===== src/design/bar_defs.svh =====
`ifndef BAR_DEFS_SVH
`define BAR_DEFS_SVH

// register indices as printed; byte address is four times the index
`define BAR_RANGE_LOW_IDX 7'h04
`define BAR_RANGE_HIGH_IDX 7'h05
`define BAR_AXI_ADDR_W 8
`define BAR_RANGE_RESET 9'h0FF
`define BAR_ADDR_FIELD_MSB 15
`define BAR_ADDR_FIELD_LSB 9
`define BAR_RSVD_BIT 8
`define BAR_CH0_LSB 0
`define BAR_CH1_LSB 2
`define BAR_CH2_LSB 4
`define BAR_CH3_LSB 6
`define BAR_RESP_OKAY 2'h0
`define BAR_RESP_SLVERR 2'h2

`endif


===== src/design/bar_pkg.sv =====
package bar_pkg;

    typedef enum logic [1:0] {
        BAR_RANGE_10V_LO = 2'b00,
        BAR_RANGE_2P5V = 2'b01,
        BAR_RANGE_5V = 2'b10,
        BAR_RANGE_10V_HI = 2'b11
    } bar_range_e;

    typedef enum logic [1:0] {
        BAR_SEL_NONE = 2'b00,
        BAR_SEL_LOW = 2'b01,
        BAR_SEL_HIGH = 2'b10
    } bar_sel_e;

    typedef enum logic [1:0] {
        BAR_WS_COLLECT = 2'b00,
        BAR_WS_COMMIT = 2'b01,
        BAR_WS_RESP = 2'b10
    } bar_wr_state_e;

    typedef logic [8:0] bar_range_word_t;

endpackage


===== src/design/bar_range_decode.sv =====
`timescale 1ns/100ps
module bar_range_decode
    import bar_pkg::*;
(
    input wire logic sys_clk_in,
    input wire logic reset_n_in,
    input wire logic [1:0] code_in,
    output logic sel_10v_out,
    output logic sel_5v_out,
    output logic sel_2p5v_out
);

    // both 00 and 11 fall back to the widest range, so no code is illegal
    always_ff @(posedge sys_clk_in) begin
        if (!reset_n_in) begin
            sel_10v_out <= 1'b1;
            sel_5v_out <= 1'b0;
            sel_2p5v_out <= 1'b0;
        end else begin
            sel_10v_out <= (code_in == BAR_RANGE_10V_LO) || (code_in == BAR_RANGE_10V_HI);
            sel_5v_out <= (code_in == BAR_RANGE_5V);
            sel_2p5v_out <= (code_in == BAR_RANGE_2P5V);
        end
    end

endmodule // bar_range_decode


===== src/design/bar_range_regs.sv =====
// Added by the designer: register access over AXI4-Lite.
`timescale 1ns/100ps
`include "bar_defs.svh"
module bar_range_regs
    import bar_pkg::*;
(
    input wire logic sys_clk_in,
    input wire logic reset_n_in,
    input wire logic [`BAR_AXI_ADDR_W-1:0] s_axi_awaddr_in,
    input wire logic [2:0] s_axi_awprot_in,
    input wire logic s_axi_awvalid_in,
    output logic s_axi_awready_out,
    input wire logic [31:0] s_axi_wdata_in,
    input wire logic [3:0] s_axi_wstrb_in,
    input wire logic s_axi_wvalid_in,
    output logic s_axi_wready_out,
    output logic [1:0] s_axi_bresp_out,
    output logic s_axi_bvalid_out,
    input wire logic s_axi_bready_in,
    input wire logic [`BAR_AXI_ADDR_W-1:0] s_axi_araddr_in,
    input wire logic [2:0] s_axi_arprot_in,
    input wire logic s_axi_arvalid_in,
    output logic s_axi_arready_out,
    output logic [31:0] s_axi_rdata_out,
    output logic [1:0] s_axi_rresp_out,
    output logic s_axi_rvalid_out,
    input wire logic s_axi_rready_in,
    output logic [1:0] bank_a_channel_0_range_out,
    output logic [1:0] bank_a_channel_1_range_out,
    output logic [1:0] bank_a_channel_2_range_out,
    output logic [1:0] bank_a_channel_3_range_out,
    output logic [1:0] bank_a_channel_4_range_out,
    output logic [1:0] bank_a_channel_5_range_out,
    output logic [1:0] bank_a_channel_6_range_out,
    output logic [1:0] bank_a_channel_7_range_out,
    output logic [7:0] range_10v_sel_out,
    output logic [7:0] range_5v_sel_out,
    output logic [7:0] range_2p5v_sel_out,
    output logic [7:0] range_changed_out
);

    // register storage: bit 8 reserved, bits 7:0 four range fields
    bar_range_word_t range_low_reg;
    bar_range_word_t range_high_reg;
    bar_range_word_t range_low_next;
    bar_range_word_t range_high_next;

    bar_wr_state_e wr_state_reg;
    logic aw_have_reg;
    logic w_have_reg;
    logic [`BAR_AXI_ADDR_W-1:0] aw_addr_reg;
    logic [31:0] w_data_reg;
    logic [3:0] w_strb_reg;
    logic aw_take;
    logic w_take;
    logic aw_have_next;
    logic w_have_next;
    logic bvalid_next;
    logic ar_take;
    logic rvalid_next;
    bar_sel_e wr_sel;
    bar_sel_e rd_sel;
    logic [15:0] chan_flat;

    // byte address of a register from its printed index
    function automatic logic [`BAR_AXI_ADDR_W-1:0] byte_addr(input logic [6:0] idx);
        byte_addr = {idx[5:0], 2'b00};
    endfunction

    function automatic bar_sel_e decode_addr(input logic [`BAR_AXI_ADDR_W-1:0] addr);
        if (addr == byte_addr(`BAR_RANGE_LOW_IDX)) begin
            decode_addr = BAR_SEL_LOW;
        end else if (addr == byte_addr(`BAR_RANGE_HIGH_IDX)) begin
            decode_addr = BAR_SEL_HIGH;
        end else begin
            decode_addr = BAR_SEL_NONE;
        end
    endfunction

    // read word: own index on top, stored bits below, upper half zero
    function automatic logic [31:0] read_word(input logic [6:0] idx, input bar_range_word_t stored);
        read_word = {16'h0000, idx, stored};
    endfunction

    // only the low two lanes hold stored bits; index bits 15:9 are fixed
    function automatic bar_range_word_t merge_write(input bar_range_word_t old, input logic [31:0] data,
                                                    input logic [3:0] strb);
        bar_range_word_t res;
        res = old;
        if (strb[0]) begin
            res[7:0] = data[7:0];
        end
        if (strb[1]) begin
            res[`BAR_RSVD_BIT] = data[`BAR_RSVD_BIT];
        end
        merge_write = res;
    endfunction

    assign aw_take = s_axi_awvalid_in && s_axi_awready_out;
    assign w_take = s_axi_wvalid_in && s_axi_wready_out;
    assign ar_take = s_axi_arvalid_in && s_axi_arready_out;
    assign wr_sel = decode_addr(aw_addr_reg);
    assign rd_sel = decode_addr(s_axi_araddr_in);

    // write address and data may come in either order; each is held until the other arrives
    always_comb begin
        aw_have_next = aw_have_reg;
        w_have_next = w_have_reg;
        bvalid_next = s_axi_bvalid_out;
        if (aw_take) begin
            aw_have_next = 1'b1;
        end
        if (w_take) begin
            w_have_next = 1'b1;
        end
        if (wr_state_reg == BAR_WS_COMMIT) begin
            aw_have_next = 1'b0;
            w_have_next = 1'b0;
            bvalid_next = 1'b1;
        end
        if (s_axi_bvalid_out && s_axi_bready_in) begin
            bvalid_next = 1'b0;
        end
    end

    always_ff @(posedge sys_clk_in) begin
        if (!reset_n_in) begin
            wr_state_reg <= BAR_WS_COLLECT;
        end else begin
            case (wr_state_reg)
                BAR_WS_COLLECT: begin
                    if (aw_have_next && w_have_next) begin
                        wr_state_reg <= BAR_WS_COMMIT;
                    end
                end
                BAR_WS_COMMIT: begin
                    wr_state_reg <= BAR_WS_RESP;
                end
                BAR_WS_RESP: begin
                    if (s_axi_bready_in) begin
                        wr_state_reg <= BAR_WS_COLLECT;
                    end
                end
                default: begin
                    wr_state_reg <= BAR_WS_COLLECT;
                end
            endcase
        end
    end

    always_ff @(posedge sys_clk_in) begin
        if (!reset_n_in) begin
            aw_have_reg <= 1'b0;
        end else begin
            aw_have_reg <= aw_have_next;
        end
    end

    always_ff @(posedge sys_clk_in) begin
        if (!reset_n_in) begin
            w_have_reg <= 1'b0;
        end else begin
            w_have_reg <= w_have_next;
        end
    end

    always_ff @(posedge sys_clk_in) begin
        if (!reset_n_in) begin
            s_axi_bvalid_out <= 1'b0;
        end else begin
            s_axi_bvalid_out <= bvalid_next;
        end
    end

    // readies close once a beat is held and stay closed through the response
    always_ff @(posedge sys_clk_in) begin
        if (!reset_n_in) begin
            s_axi_awready_out <= 1'b0;
        end else begin
            s_axi_awready_out <= !aw_have_next && !bvalid_next && (wr_state_reg != BAR_WS_COMMIT);
        end
    end

    always_ff @(posedge sys_clk_in) begin
        if (!reset_n_in) begin
            s_axi_wready_out <= 1'b0;
        end else begin
            s_axi_wready_out <= !w_have_next && !bvalid_next && (wr_state_reg != BAR_WS_COMMIT);
        end
    end

    always_ff @(posedge sys_clk_in) begin
        if (!reset_n_in) begin
            aw_addr_reg <= {`BAR_AXI_ADDR_W{1'b0}};
        end else if (aw_take) begin
            aw_addr_reg <= s_axi_awaddr_in;
        end
    end

    always_ff @(posedge sys_clk_in) begin
        if (!reset_n_in) begin
            w_data_reg <= 32'h00000000;
        end else if (w_take) begin
            w_data_reg <= s_axi_wdata_in;
        end
    end

    // strobes are kept with the data, since the commit may come cycles after the beat
    always_ff @(posedge sys_clk_in) begin
        if (!reset_n_in) begin
            w_strb_reg <= 4'h0;
        end else if (w_take) begin
            w_strb_reg <= s_axi_wstrb_in;
        end
    end

    always_ff @(posedge sys_clk_in) begin
        if (!reset_n_in) begin
            s_axi_bresp_out <= `BAR_RESP_OKAY;
        end else if (wr_state_reg == BAR_WS_COMMIT) begin
            s_axi_bresp_out <= (wr_sel == BAR_SEL_NONE) ? `BAR_RESP_SLVERR : `BAR_RESP_OKAY;
        end
    end

    always_comb begin
        range_low_next = range_low_reg;
        range_high_next = range_high_reg;
        if (wr_state_reg == BAR_WS_COMMIT) begin
            if (wr_sel == BAR_SEL_LOW) begin
                range_low_next = merge_write(range_low_reg, w_data_reg, w_strb_reg);
            end
            if (wr_sel == BAR_SEL_HIGH) begin
                range_high_next = merge_write(range_high_reg, w_data_reg, w_strb_reg);
            end
        end
    end

    always_ff @(posedge sys_clk_in) begin
        if (!reset_n_in) begin
            range_low_reg <= `BAR_RANGE_RESET;
        end else begin
            range_low_reg <= range_low_next;
        end
    end

    always_ff @(posedge sys_clk_in) begin
        if (!reset_n_in) begin
            range_high_reg <= `BAR_RANGE_RESET;
        end else begin
            range_high_reg <= range_high_next;
        end
    end

    // flags channels whose code moved, so the front end can let its input settle
    always_ff @(posedge sys_clk_in) begin
        if (!reset_n_in) begin
            range_changed_out <= 8'h00;
        end else begin
            for (int i = 0; i < 4; i++) begin
                range_changed_out[i] <= range_low_next[2*i +: 2] != range_low_reg[2*i +: 2];
                range_changed_out[i+4] <= range_high_next[2*i +: 2] != range_high_reg[2*i +: 2];
            end
        end
    end

    always_ff @(posedge sys_clk_in) begin
        if (!reset_n_in) begin
            s_axi_rvalid_out <= 1'b0;
        end else begin
            s_axi_rvalid_out <= rvalid_next;
        end
    end

    // one read at a time: the address channel stays shut while a response is pending
    always_ff @(posedge sys_clk_in) begin
        if (!reset_n_in) begin
            s_axi_arready_out <= 1'b0;
        end else begin
            s_axi_arready_out <= !rvalid_next;
        end
    end

    always_comb begin
        rvalid_next = s_axi_rvalid_out;
        if (ar_take) begin
            rvalid_next = 1'b1;
        end else if (s_axi_rvalid_out && s_axi_rready_in) begin
            rvalid_next = 1'b0;
        end
    end

    always_ff @(posedge sys_clk_in) begin
        if (!reset_n_in) begin
            s_axi_rdata_out <= 32'h00000000;
            s_axi_rresp_out <= `BAR_RESP_OKAY;
        end else if (ar_take) begin
            if (rd_sel == BAR_SEL_LOW) begin
                s_axi_rdata_out <= read_word(`BAR_RANGE_LOW_IDX, range_low_reg);
                s_axi_rresp_out <= `BAR_RESP_OKAY;
            end else if (rd_sel == BAR_SEL_HIGH) begin
                s_axi_rdata_out <= read_word(`BAR_RANGE_HIGH_IDX, range_high_reg);
                s_axi_rresp_out <= `BAR_RESP_OKAY;
            end else begin
                s_axi_rdata_out <= 32'h00000000;
                s_axi_rresp_out <= `BAR_RESP_SLVERR;
            end
        end
    end

    // channel codes come straight from the register flops
    assign bank_a_channel_0_range_out = range_low_reg[`BAR_CH0_LSB +: 2];
    assign bank_a_channel_1_range_out = range_low_reg[`BAR_CH1_LSB +: 2];
    assign bank_a_channel_2_range_out = range_low_reg[`BAR_CH2_LSB +: 2];
    assign bank_a_channel_3_range_out = range_low_reg[`BAR_CH3_LSB +: 2];
    assign bank_a_channel_4_range_out = range_high_reg[`BAR_CH0_LSB +: 2];
    assign bank_a_channel_5_range_out = range_high_reg[`BAR_CH1_LSB +: 2];
    assign bank_a_channel_6_range_out = range_high_reg[`BAR_CH2_LSB +: 2];
    assign bank_a_channel_7_range_out = range_high_reg[`BAR_CH3_LSB +: 2];

    assign chan_flat = {range_high_reg[7:0], range_low_reg[7:0]};

    // decoded selects lag the codes by one cycle
    for (genvar g = 0; g < 8; g++) begin : g_dec
        bar_range_decode u_dec (
            .sys_clk_in(sys_clk_in),
            .reset_n_in(reset_n_in),
            .code_in(chan_flat[2*g +: 2]),
            .sel_10v_out(range_10v_sel_out[g]),
            .sel_5v_out(range_5v_sel_out[g]),
            .sel_2p5v_out(range_2p5v_sel_out[g])
        );
    end

endmodule // bar_range_regs


===== config.mk =====
export PLATFORM = sky130hd
export DESIGN_NAME = bar_range_regs
export DESIGN_NICKNAME = d
export VERILOG_FILES = /design/src/design/bar_pkg.sv /design/src/design/bar_range_decode.sv /design/src/design/bar_range_regs.sv
export VERILOG_INCLUDE_DIRS = /design/src /design/src/design
export SDC_FILE = /design/constraint.sdc
export NUM_CORES = 1
export LEC_CHECK = 0
export BUFFER_PORTS_ARGS = -buffer_cell sky130_fd_sc_hd__buf_2
export CAP_MARGIN = 20
export CORE_MARGIN = 2
export CORE_UTILIZATION = 35
export CTS_CLUSTER_SIZE = 28
export DETAILED_ROUTE_END_ITERATION = 6
export RECOVER_POWER = 25
export SLEW_MARGIN = 20
export SYNTH_ARGS = -nofsm -noshare
export SYNTH_HDL_FRONTEND = slang
export SYNTH_SLANG_ARGS = --single-unit

===== constraint.sdc =====
create_clock -name sys_clk_in -period 2.01 [get_ports sys_clk_in]
set_clock_uncertainty 0.15 [all_clocks]
set_input_delay 0.402 -clock sys_clk_in [delete_from_list [all_inputs] [get_ports sys_clk_in]]
set_output_delay 0.402 -clock sys_clk_in [all_outputs]
set_load 0.05 [all_outputs]

==> Flow_metrics.wiki, run 1 <==
{| class="wikitable"
! Metric !! Value
|-
| Share of the clock period used by the worst path || between 90 and 100%
|-
| Transition at the pin with the smallest max-transition slack || between 0.6 and 0.7 ns
|-
| Power density over the cells || a little over 800 nW/um^2
|-
| Number of flip-flops under the largest register name || 11
|-
| Synthesis-to-finish area growth || 14.2%
|-
| Status || finished, final reports clean
|-
| Fill cells || 1218
|-
| ANT cells || 0
|-
| Final TNS setup || 0 ns
|-
| Buffers on Ports || between 90 and 100
|-
| Total power || 4.01 mW
|-
| CP Launch Type || register
|-
| Post-route non-filler standard cell count || 660
|-
| Crit path kind || reg2reg
|-
| Critical path data arrival time || ~1.9 ns
|-
| Number of antenna-violating nets in the routed design || 0
|-
| Number of placed I/O pins || around 150
|-
| Site Rows || 40
|-
| Headroom to the max-slew limit || 58.8%
|-
| Residual DRC count || 0
|-
| Largest reg by FF count || s_axi_rdata_out
|-
| Number of buffers added by the clock tree synthesis step || 9
|-
| Number of enable flip-flop cells after synthesis || 0
|-
| Number of antenna violations at the first check in global routing || 0
|-
| Slew Limit Fails || 0
|-
| Clock-pin slew of the registers on the worst-case setup and hold paths || around 0.07 ns
|-
| Async set-reset flop share out of synthesis || 0%
|-
| Cell breakdown of the critical path || or4b_1, buf_4, o41ai_1, o311ai_0
|-
| Biggest area contributors in the synthesized netlist || sky130_fd_sc_hd__dfxtp_1, sky130_fd_sc_hd__buf_4, sky130_fd_sc_hd__a21boi_0
|-
| Die Span Y || 114 microns
|-
| Crit path time final || approximately 1.9 ns
|-
| Unrepaired setup endpoints after global routing || false
|-
| Routed vias/inst || around 4.7
|-
| Class of the most critical hold timing path || in2reg
|-
| Cell area after placement || between 4000 and 5000 sq um
|-
| Fraction of synthesized cell area taken by the top area cell type || between 40 and 50%
|-
| Mapped Cells || between 400 and 500
|-
| Required time at the endpoint of the critical path || approximately 2.1 ns
|-
| Cell leakage power || between 2 and 2.5 nW
|-
| DP HPWL || 6730 microns
|-
| Total die area || around 13000 sq um
|-
| Finish-stage setup viols || 0
|-
| Dominant register cell in the synthesized netlist || sky130_fd_sc_hd__dfxtp_1
|-
| Routed WL per cell || ~14 microns
|-
| Fin area || around 4800 sq um
|-
| VDD IR-drop max || ~0.38 mV
|-
| Number of detailed-route iterations in the first pass || 4
|-
| Gr ovfl total || 0
|-
| Wire length of the first global-routing pass || about 15000 microns
|-
| Cell type contributing the most total cell area after synthesis || sky130_fd_sc_hd__dfxtp_1
|-
| Final core utilization || between 40% and 50%
|-
| Width of the die || about 110 microns
|-
| Max H-tree Level || 3
|-
| Core area || ~12000 sq um
|-
| Leading cell types in the layout, fill and taps excluded || sky130_fd_sc_hd__buf_2, sky130_fd_sc_hd__dfxtp_1, sky130_fd_sc_hd__nand2_1
|-
| Cell total after placement || 644
|-
| Aggregate routed wire length || 9200 microns
|-
| Slowest cell delay on critical path || around 0.53 ns
|-
| Initial standard-cell utilization of the core || a little over a third
|-
| Max-capacitance violation count || 0
|-
| Vias after detailed routing || between 3000 and 4000
|-
| Slowest cell on the critical path || sky130_fd_sc_hd__or4b_1
|-
| Nature of the critical path endpoint || register
|-
| Mapped cell area || ~4200 sq um
|-
| Routability Congestion || approximately 0.74
|-
| Skew-Pair Late Insertion Delay || approximately 0.34 ns
|-
| Max frequency || 536 MHz
|-
| Root cell of the clock tree || sky130_fd_sc_hd__clkbuf_16
|-
| Maximum number of pins on one net before global-route repair || 51
|-
| NumNets Final || 589
|-
| Most common cell after layout, fill and taps aside || sky130_fd_sc_hd__buf_2
|-
| Number of warnings printed during yosys synthesis || 0
|-
| Clock tree from TritonCTS || done
|-
| Total clock sinks || 91
|-
| Number of flip-flops and latches in the synthesized netlist || just over 90
|-
| Layout cells sized above 1 || a little over a quarter
|-
| Count of final hold-check violations || 0
|-
| Global Route Usage Sum || 14.6%
|-
| Share of the yosys chip area belonging to registers || 43.1%
|-
| Count of routing violations after the opening detailed-route iteration || 150
|-
| Average cell area after synthesis || between 9 and 10 sq um
|-
| Maximum root-to-sink buffer count || 2
|-
| Synth cell types || 39
|-
| Highest fanout seen on the critical path || 18
|-
| Number of global-route vias before repair || 2959
|-
| Family with the most delay on the worst path || simple AND/OR/NAND/NOR gates
|-
| Number of buffer and inverter stages on the critical path || 1
|}
## cells in the mapped netlist (2+ instances only)
cell type	count
sky130_fd_sc_hd__dfxtp_1	91
sky130_fd_sc_hd__buf_4	63
sky130_fd_sc_hd__nand2_1	53
sky130_fd_sc_hd__a21boi_0	31
sky130_fd_sc_hd__inv_1	24
sky130_fd_sc_hd__clkbuf_1	22
sky130_fd_sc_hd__and2_1	19
sky130_fd_sc_hd__ha_1	16
sky130_fd_sc_hd__o41ai_1	16
sky130_fd_sc_hd__xnor2_1	16
sky130_fd_sc_hd__nand4_1	12
sky130_fd_sc_hd__nand2b_1	11
sky130_fd_sc_hd__nand3_1	11
sky130_fd_sc_hd__mux2_2	9
sky130_fd_sc_hd__a211oi_1	8
sky130_fd_sc_hd__o311ai_1	6
sky130_fd_sc_hd__nor2_1	5
sky130_fd_sc_hd__a21o_1	4
sky130_fd_sc_hd__nor3_1	4
sky130_fd_sc_hd__o211ai_1	4
sky130_fd_sc_hd__nor4b_1	3
sky130_fd_sc_hd__a21oi_1	2
sky130_fd_sc_hd__buf_2	2
sky130_fd_sc_hd__mux2i_1	2
sky130_fd_sc_hd__nor2b_1	2
sky130_fd_sc_hd__nor4_1	2
sky130_fd_sc_hd__o21ai_0	2
sky130_fd_sc_hd__o311ai_0	2
sky130_fd_sc_hd__or4b_1	2
## area by class of cell
cell class	instances	area, sq um	share of cell area (%)
Inverter	25	97.6	2.02
Clock inverter	3	45.0	0.933
Tap cell	147	184	3.81
Multi-Input combinational cell	270	1820	37.6
Clock buffer	13	270	5.60
Timing Repair Buffer	111	594	12.3
Sequential cell	91	1820	37.7
## report_power, final
| group | internal (mW) | switching [mW] | total, mW |
|---|---|---|---|
| Sequential | 1.84 | 0.0374 | 1.88 |
| Combinational | 0.0996 | 0.273 | 0.372 |
| Clock | 1.07 | 0.692 | 1.76 |
| Total | 3.01 | 1.00 | 4.01 |
## logic make-up after synthesis
family	Yosys count	synth area share (%)
other	1	0.0887
adder cells (fa/ha/maj)	16	4.74
AO/OA/AOI/OAI	77	14.2
multiplexers	11	2.87
buffers and inverters	115	16.3
XOR/XNOR	16	3.32
flip-flops	91	43.1
AND/OR/NAND/NOR	127	15.4
## tightest hold or removal path, cell delays in order
cell,delay (ns)
sky130_fd_sc_hd__buf_2,0.10
sky130_fd_sc_hd__nand2_1,0.04
sky130_fd_sc_hd__a21boi_0,0.06
## per-stage QoR
| stage | hold slack, ns | setup WS (ns) |
|---|---|---|
| after CTS | 0.154 | 0.126 |
| after global routing | 0.164 | 0.00413 |
| after global placement | 0.259 | 0.203 |
| after floorplan | 0.249 | 0.217 |
| final | 0.161 | 0.143 |
| after detailed placement | 0.262 | 0.128 |
## layer usage
metal,wire [microns],vias to the layer above,GRT usage [%],part of all wire [%]
li1,-,1570,-,-
met2,4360,94,23.3,47
met4,133,0,6.18,1.4
met5,0,-,0,0
met1,4140,1440,18.9,45
met3,562,12,3.72,6.1
## path summary, 6_finish.rpt
check | from | to | slack (ns) | depth (start not counted)
min | s_axi_wdata_in[0] | w_data_reg[0] | 0.16 | 3
max reg2reg | aw_addr_reg[1] | range_low_reg[7] | 0.14 | 4
max | aw_addr_reg[1] | range_low_reg[7] | 0.14 | 4
min reg2reg | w_have_reg | s_axi_wready_out | 0.27 | 1
## what timing repair did
| item | CTS | global route |
|---|---|---|
| buffers inserted | 0 | 0 |
| gates resized for setup | 0 | 3 |
| hold buffers | 0 | 0 |
| endpoints found under the setup margin | 0 | 9 |
Note: power is estimated with default switching activity, not from simulation.
==> inputs of run 2 (changes only) <==
- CORE_MARGIN: 2 -> unset
==> run 2 against run 1 <==
Compared with the run above: the flow now finishes with violations (design-rule violations); utilization rose by 0.80 points; clock-buffer cell count fell by 2; combinational power is 1% lower; setup slack got worse by 0.025 ns; flip-flop and latch count unchanged; register-to-register slack worse by 0.02 ns; total power decreased by 0.87%; global-route usage grew 0.77 points; wire length up 0.37%; largest cell class unchanged; largest power group unchanged.
==> Flow_metrics.wiki, run 2 (synthesis results as in run 1) <==
{| class="wikitable"
! Metric !! Value
|-
| Status || finished with violations
|-
| Violated checks || design-rule violations
|-
| Critical path data arrival time || ~2.0 ns
|-
| Nature of the critical path endpoint || register
|-
| Headroom to the max-slew limit || 60.5%
|-
| Worst min-delay path startpoint || s_axi_wdata_in[4]
|-
| Wire length of the first global-routing pass || roughly 15000 microns
|-
| Hold Path End || w_data_reg[4]
|-
| Number of buffers added by the clock tree synthesis step || 9
|-
| Number of placed I/O pins || between 150 and 200
|-
| Aggregate routed wire length || a little over 9000 microns
|-
| Max-capacitance violation count || 0
|-
| Skew-Pair Late Insertion Delay || around 0.34 ns
|-
| CP Launch Type || register
|-
| Initial standard-cell utilization of the core || a little over a third
|-
| Synthesis-to-finish area growth || 13.6%
|-
| Power density over the cells || 828 nW/um^2
|-
| Largest reg by FF count || s_axi_rdata_out
|-
| Share of the clock period used by the worst path || 94.1%
|-
| Crit path kind || reg2reg
|-
| Max frequency || between 500 and 600 MHz
|-
| Max H-tree Level || 3
|-
| Gr ovfl total || 0
|-
| Leading cell types in the layout, fill and taps excluded || sky130_fd_sc_hd__buf_2, sky130_fd_sc_hd__dfxtp_1, sky130_fd_sc_hd__nand2_1
|-
| Core area || 11600 sq um
|-
| Buffers on Ports || around 100
|-
| Total die area || approximately 13000 sq um
|-
| Slew Limit Fails || 0
|-
| DP HPWL || ~6500 microns
|-
| Cells on worst reg2reg path || 4
|-
| Vias after detailed routing || 3158
|-
| Class of the most critical hold timing path || in2reg
|-
| Root cell of the clock tree || sky130_fd_sc_hd__clkbuf_16
|-
| Site Rows || 39
|-
| Number of antenna-violating nets in the routed design || 0
|-
| Post-route worst setup slack || about 0.12 ns
|-
| Endpoint of the most critical register-to-register path || range_low_reg[2]
|-
| Hold buffer count at CTS || 0
|-
| Reg-to-reg setup timing slack || approximately 0.12 ns
|-
| Number of antenna violations at the first check in global routing || 0
|-
| Layout cells sized above 1 || between 20 and 30%
|-
| Required time at the endpoint of the critical path || about 2.1 ns
|-
| Worst setup slack after placement || ~0.11 ns
|-
| ANT cells || 0
|-
| Finish-stage setup viols || 0
|-
| Width of the die || ~110 microns
|-
| Count of routing violations after the opening detailed-route iteration || between 100 and 150
|-
| Die Span Y || 112 microns
|-
| Most common cell after layout, fill and taps aside || sky130_fd_sc_hd__buf_2
|-
| Cell leakage power || approximately 2.1 nW
|-
| Number of global-route vias before repair || about 2900
|-
| Unrepaired setup endpoints after global routing || false
|-
| Clock-pin slew of the registers on the worst-case setup and hold paths || around 0.060 ns
|-
| Maximum number of pins on one net before global-route repair || 51
|-
| NumNets Final || a little under 600
|-
| Number of detailed-route iterations in the first pass || 6
|-
| Routed vias/inst || 4.82
|-
| Highest fanout seen on the critical path || 18
|-
| Residual DRC count || 11
|-
| Maximum root-to-sink buffer count || 2
|-
| Count of final hold-check violations || 0
|-
| Worst hold path stage count || 3
|-
| VDD IR-drop max || around 0.33 mV
|-
| Number of flip-flops under the largest register name || 11
|-
| Final TNS setup || 0 ns
|-
| Routability Congestion || ~0.74
|-
| Worst-case hold slack || ~0.16 ns
|-
| Global Route Usage Sum || ~15%
|-
| Clock tree from TritonCTS || done
|-
| Worst R2R Start || aw_addr_reg[1]
|-
| Transition at the pin with the smallest max-transition slack || roughly 0.6 ns
|-
| Total clock sinks || just over 90
|-
| Routed WL per cell || 14.1 microns
|-
| Crit path time final || roughly 1.9 ns
|}
## run 2: cell type report
class                   instances  area (sq um)
repair buffers                110           591
clock buffers                  11           243
multi-input cells             270          1810
well taps                     143           179
fillers                      1172          6810
flip-flops and latches         91          1820
clock inverters                 5          62.6
inverters                      25          93.8
## run 2: power by group
| part | internal, mW | switching [mW] | total [mW] |
|---|---|---|---|
| Clock | 1.00 | 0.722 | 1.72 |
| Combinational | 0.0982 | 0.269 | 0.367 |
| Sequential | 1.84 | 0.0421 | 1.88 |
| Total | 2.94 | 1.03 | 3.97 |
## run 2: metrics by stage
stage / cell area [sq um] / power [mW] / utilization, % / std cells
6_report: 4800 / 3.97 / 41.3 / 655
5_1_grt: 4800 / 4.13 / 41.3 / 655
4_1_cts: 4790 / 4.01 / 41.3 / 655
3_5_place_dp: 4490 / 2.29 / 38.7 / 639
3_3_place_gp: 4490 / 2.28 / 38.7 / 639
2_1_floorplan: 4310 / 2.23 / - / 476
## run 2: timing repair
item / 4_1_cts / 5_1_grt
setup buffers: 0 / 0
gates resized for setup: 0 / 1
endpoints found under the setup margin: 0 / 5
## run 2: routing by layer
| layer | GRT usage, % | up-vias | share of wire [%] |
|---|---|---|---|
| met5 | 0 | - | 0 |
| met4 | 7.57 | 0 | 1.7 |
| met3 | 4.03 | 15 | 6.1 |
| met2 | 23.8 | 118 | 46 |
| met1 | 19.9 | 1454 | 46 |
| li1 | - | 1571 | - |
## run 2: worst max path at each step
stage | start | endpoint | slack (ns)
global route | aw_addr_reg[1] | range_low_reg[0] | 0.04
floorplan | aw_addr_reg[1] | range_low_reg[1] | 0.22
global placement | aw_addr_reg[7] | range_low_reg[0] | 0.19
finish | aw_addr_reg[1] | range_low_reg[2] | 0.12
detailed placement | aw_addr_reg[1] | range_low_reg[2] | 0.11
CTS | aw_addr_reg[1] | range_low_reg[2] | 0.11
## run 2: worst max-delay path: stages (launching register included)
cell and delay (ns):
sky130_fd_sc_hd__dfxtp_1 0.33, sky130_fd_sc_hd__or4b_1 0.52, sky130_fd_sc_hd__buf_4 0.22, sky130_fd_sc_hd__o41ai_1 0.37, sky130_fd_sc_hd__o311ai_1 0.17
==> inputs of run 3 (changes only) <==
- BUFFER_PORTS_ARGS: -buffer_cell sky130_fd_sc_hd__buf_2 -> unset
- DONT_BUFFER_PORTS: unset -> 1
==> run 3 against run 2 <==
Compared with the run above: critical path type is now reg2out; cell count is 13% lower; first-iteration DRC count is 2.8% higher; sequential power hardly changed; flip-flop and latch count stayed put; wire length hardly changed; cell area is 8.7% lower; utilization is 3.6 points lower; hold slack worse by 0.13 ns; non-clock buffer count is 81 lower; global-route usage is 0.18 points higher; clock power is 2% higher; the flow still finishes with violations (design-rule violations); combinational power is 19% lower.
==> Flow_metrics.wiki, run 3 (synthesis results as in run 1) <==
{| class="wikitable"
! Metric !! Value
|-
| Status || finished with violations
|-
| Violated checks || design-rule violations
|-
| Number of buffers added by the clock tree synthesis step || 9
|-
| Final core utilization || a little under two fifths
|-
| Most common cell after layout, fill and taps aside || sky130_fd_sc_hd__dfxtp_1
|-
| Headroom to the max-slew limit || 42.5%
|-
| Residual DRC count || 11
|-
| Number of placed I/O pins || 154
|-
| Met2 Resource Use GR || 23.9%
|-
| Number of flip-flops under the largest register name || 11
|-
| Critical path data arrival time || 1.37 ns
|-
| Initial standard-cell utilization of the core || 36.4%
|-
| Cell area after placement || 4110 sq um
|-
| Layer with the highest usage after global routing || met2
|-
| Skew-Pair Late Insertion Delay || roughly 0.35 ns
|-
| Leading cell types in the layout, fill and taps excluded || sky130_fd_sc_hd__dfxtp_1, sky130_fd_sc_hd__nand2_1, sky130_fd_sc_hd__a21boi_0
|-
| Count of routing violations after the opening detailed-route iteration || between 100 and 150
|-
| Maximum root-to-sink buffer count || 2
|-
| DP HPWL || 6260 microns
|-
| Finish-stage setup viols || 0
|-
| Clock-pin slew of the registers on the worst-case setup and hold paths || roughly 0.07 ns
|-
| Unrepaired setup endpoints after global routing || false
|-
| CP Launch Type || register
|-
| Transition at the pin with the smallest max-transition slack || ~0.86 ns
|-
| Slew Limit Fails || 0
|-
| Die Span Y || 112 microns
|-
| Number of global-route vias before repair || ~2800
|-
| Max-capacitance violation count || 0
|-
| Slowest cell on the critical path || sky130_fd_sc_hd__clkbuf_1
|-
| Share of the clock period used by the worst path || 95.8%
|-
| Synthesis-to-finish area growth || 3.76%
|-
| Number of detailed-route iterations in the first pass || 7
|-
| Aggregate routed wire length || ~9200 microns
|-
| Vias after detailed routing || 2869
|-
| Highest fanout seen on the critical path || 5
|-
| Post-route worst setup slack || around 0.085 ns
|-
| Total clock sinks || roughly 90
|-
| Required time at the endpoint of the critical path || roughly 1.5 ns
|-
| Total internal power || between 2 and 3 mW
|-
| Routed WL per cell || about 16 microns
|-
| Clock network fraction of total power || roughly 45%
|-
| NumNets Final || between 500 and 600
|-
| VDD IR-drop max || around 0.33 mV
|-
| Crit path time final || 1.93 ns
|-
| Met3 Track Usage GR || about 5.3%
|-
| Width of the die || 112 microns
|-
| Count of final hold-check violations || 0
|-
| ANT cells || 0
|-
| Maximum number of pins on one net before global-route repair || 65
|-
| Layout cells sized above 1 || approximately 10%
|-
| Routed vias/inst || 5.02
|-
| Power spent charging and discharging nets || slightly below 1 mW
|-
| Cell breakdown of the critical path || clkbuf_1
|-
| Global-route track usage on met1 || 19.4%
|-
| Max frequency || slightly above 500 MHz
|-
| Switching Share || about a quarter
|-
| Global Route Usage Sum || between 10% and 20%
|-
| Cell leakage power || 1.69 nW
|-
| Max H-tree Level || 3
|-
| Power density over the cells || around 900 nW/um^2
|-
| Count of buffers added by post-CTS timing repair for setup || 0
|-
| Root cell of the clock tree || sky130_fd_sc_hd__clkbuf_16
|-
| Core area || 11600 sq um
|-
| Share of total power in combinational logic || under 10%
|-
| Total die area || around 13000 sq um
|-
| Number of antenna violations at the first check in global routing || 0
|-
| Final TNS setup || 0 ns
|-
| Gr ovfl total || 0
|-
| Number of buffer and inverter stages on the critical path || 1
|-
| Worst setup slack after placement || around 0.18 ns
|-
| Site Rows || 39
|-
| Crit path kind || reg2out
|-
| Number of antenna-violating nets in the routed design || 0
|-
| Buffers on Ports || 0
|-
| Fin area || approximately 4400 sq um
|-
| Slowest cell delay on critical path || 0.56 ns
|-
| Class of the most critical hold timing path || in2reg
|-
| Family with the most delay on the worst path || buffers and inverters
|-
| Routability Congestion || roughly 0.74
|-
| Wire length of the first global-routing pass || around 15000 microns
|-
| Clock tree from TritonCTS || done
|-
| Nature of the critical path endpoint || output port
|-
| Sequential power share || between 40% and 50%
|-
| Largest reg by FF count || s_axi_rdata_out
|}
-- run 3: cell count changes in the layout (fill, tap and decap cells not counted), sizes merged --
cell	previous run	this run
dlygate4sd3	0	1
clkinvlp	2	0
clkinv	3	2
clkbuf	11	21
buf	110	18
bufinv	1	2
-- run 3: metal layers --
layer	wire, microns	part of all wire (%)
met4	209	2.3
met2	4220	46
met1	4150	45
met3	646	7.0
met5	0	0
-- run 3: stage by stage --
step	hold slack, ns	std cells	power, mW
2_1_floorplan	0.249	476	2.23
3_3_place_gp	0.254	557	2.22
3_5_place_dp	0.263	557	2.22
4_1_cts	0.00881	572	4.00
5_1_grt	0.0194	572	4.10
6_report	0.0262	572	3.95
-- run 3: power groups by stage --
stage	Sequential (mW)	Combinational, mW	Clock [mW]
final	1.89	0.298	1.76
after global routing	1.90	0.322	1.88
after CTS	1.89	0.301	1.80
after detailed placement	1.93	0.292	0
after global placement	1.93	0.286	0
after floorplan	1.94	0.286	0
-- run 3: what timing repair did --
item | 4_1_cts | 5_1_grt
endpoints found under the hold margin | 20 | 0
endpoints found under the setup margin | 0 | 4
hold buffers | 1 | 0
gates resized for setup | 0 | 1
-- run 3: layout make-up --
type	count	area (sq um)
sequential	91	1820
tap	143	179
clock buffer	11	233
multi-input combinational	270	1810
clock inverter	3	65.1
inverter	25	93.8
timing repair buffer	29	184
fill	1224	7230
-- run 3: final timing paths --
| check | from | endpoint | slack [ns] | cells past startpoint |
|---|---|---|---|---|
| min reg2reg | aw_have_reg | s_axi_awready_out | 0.27 | 1 |
| min | reset_n_in | s_axi_bvalid_out | 0.03 | 1 |
| max | range_low_reg[0] | bank_a_channel_0_range_out[0] | 0.08 | 1 |
| max reg2reg | aw_addr_reg[1] | range_low_reg[5] | 0.14 | 4 |
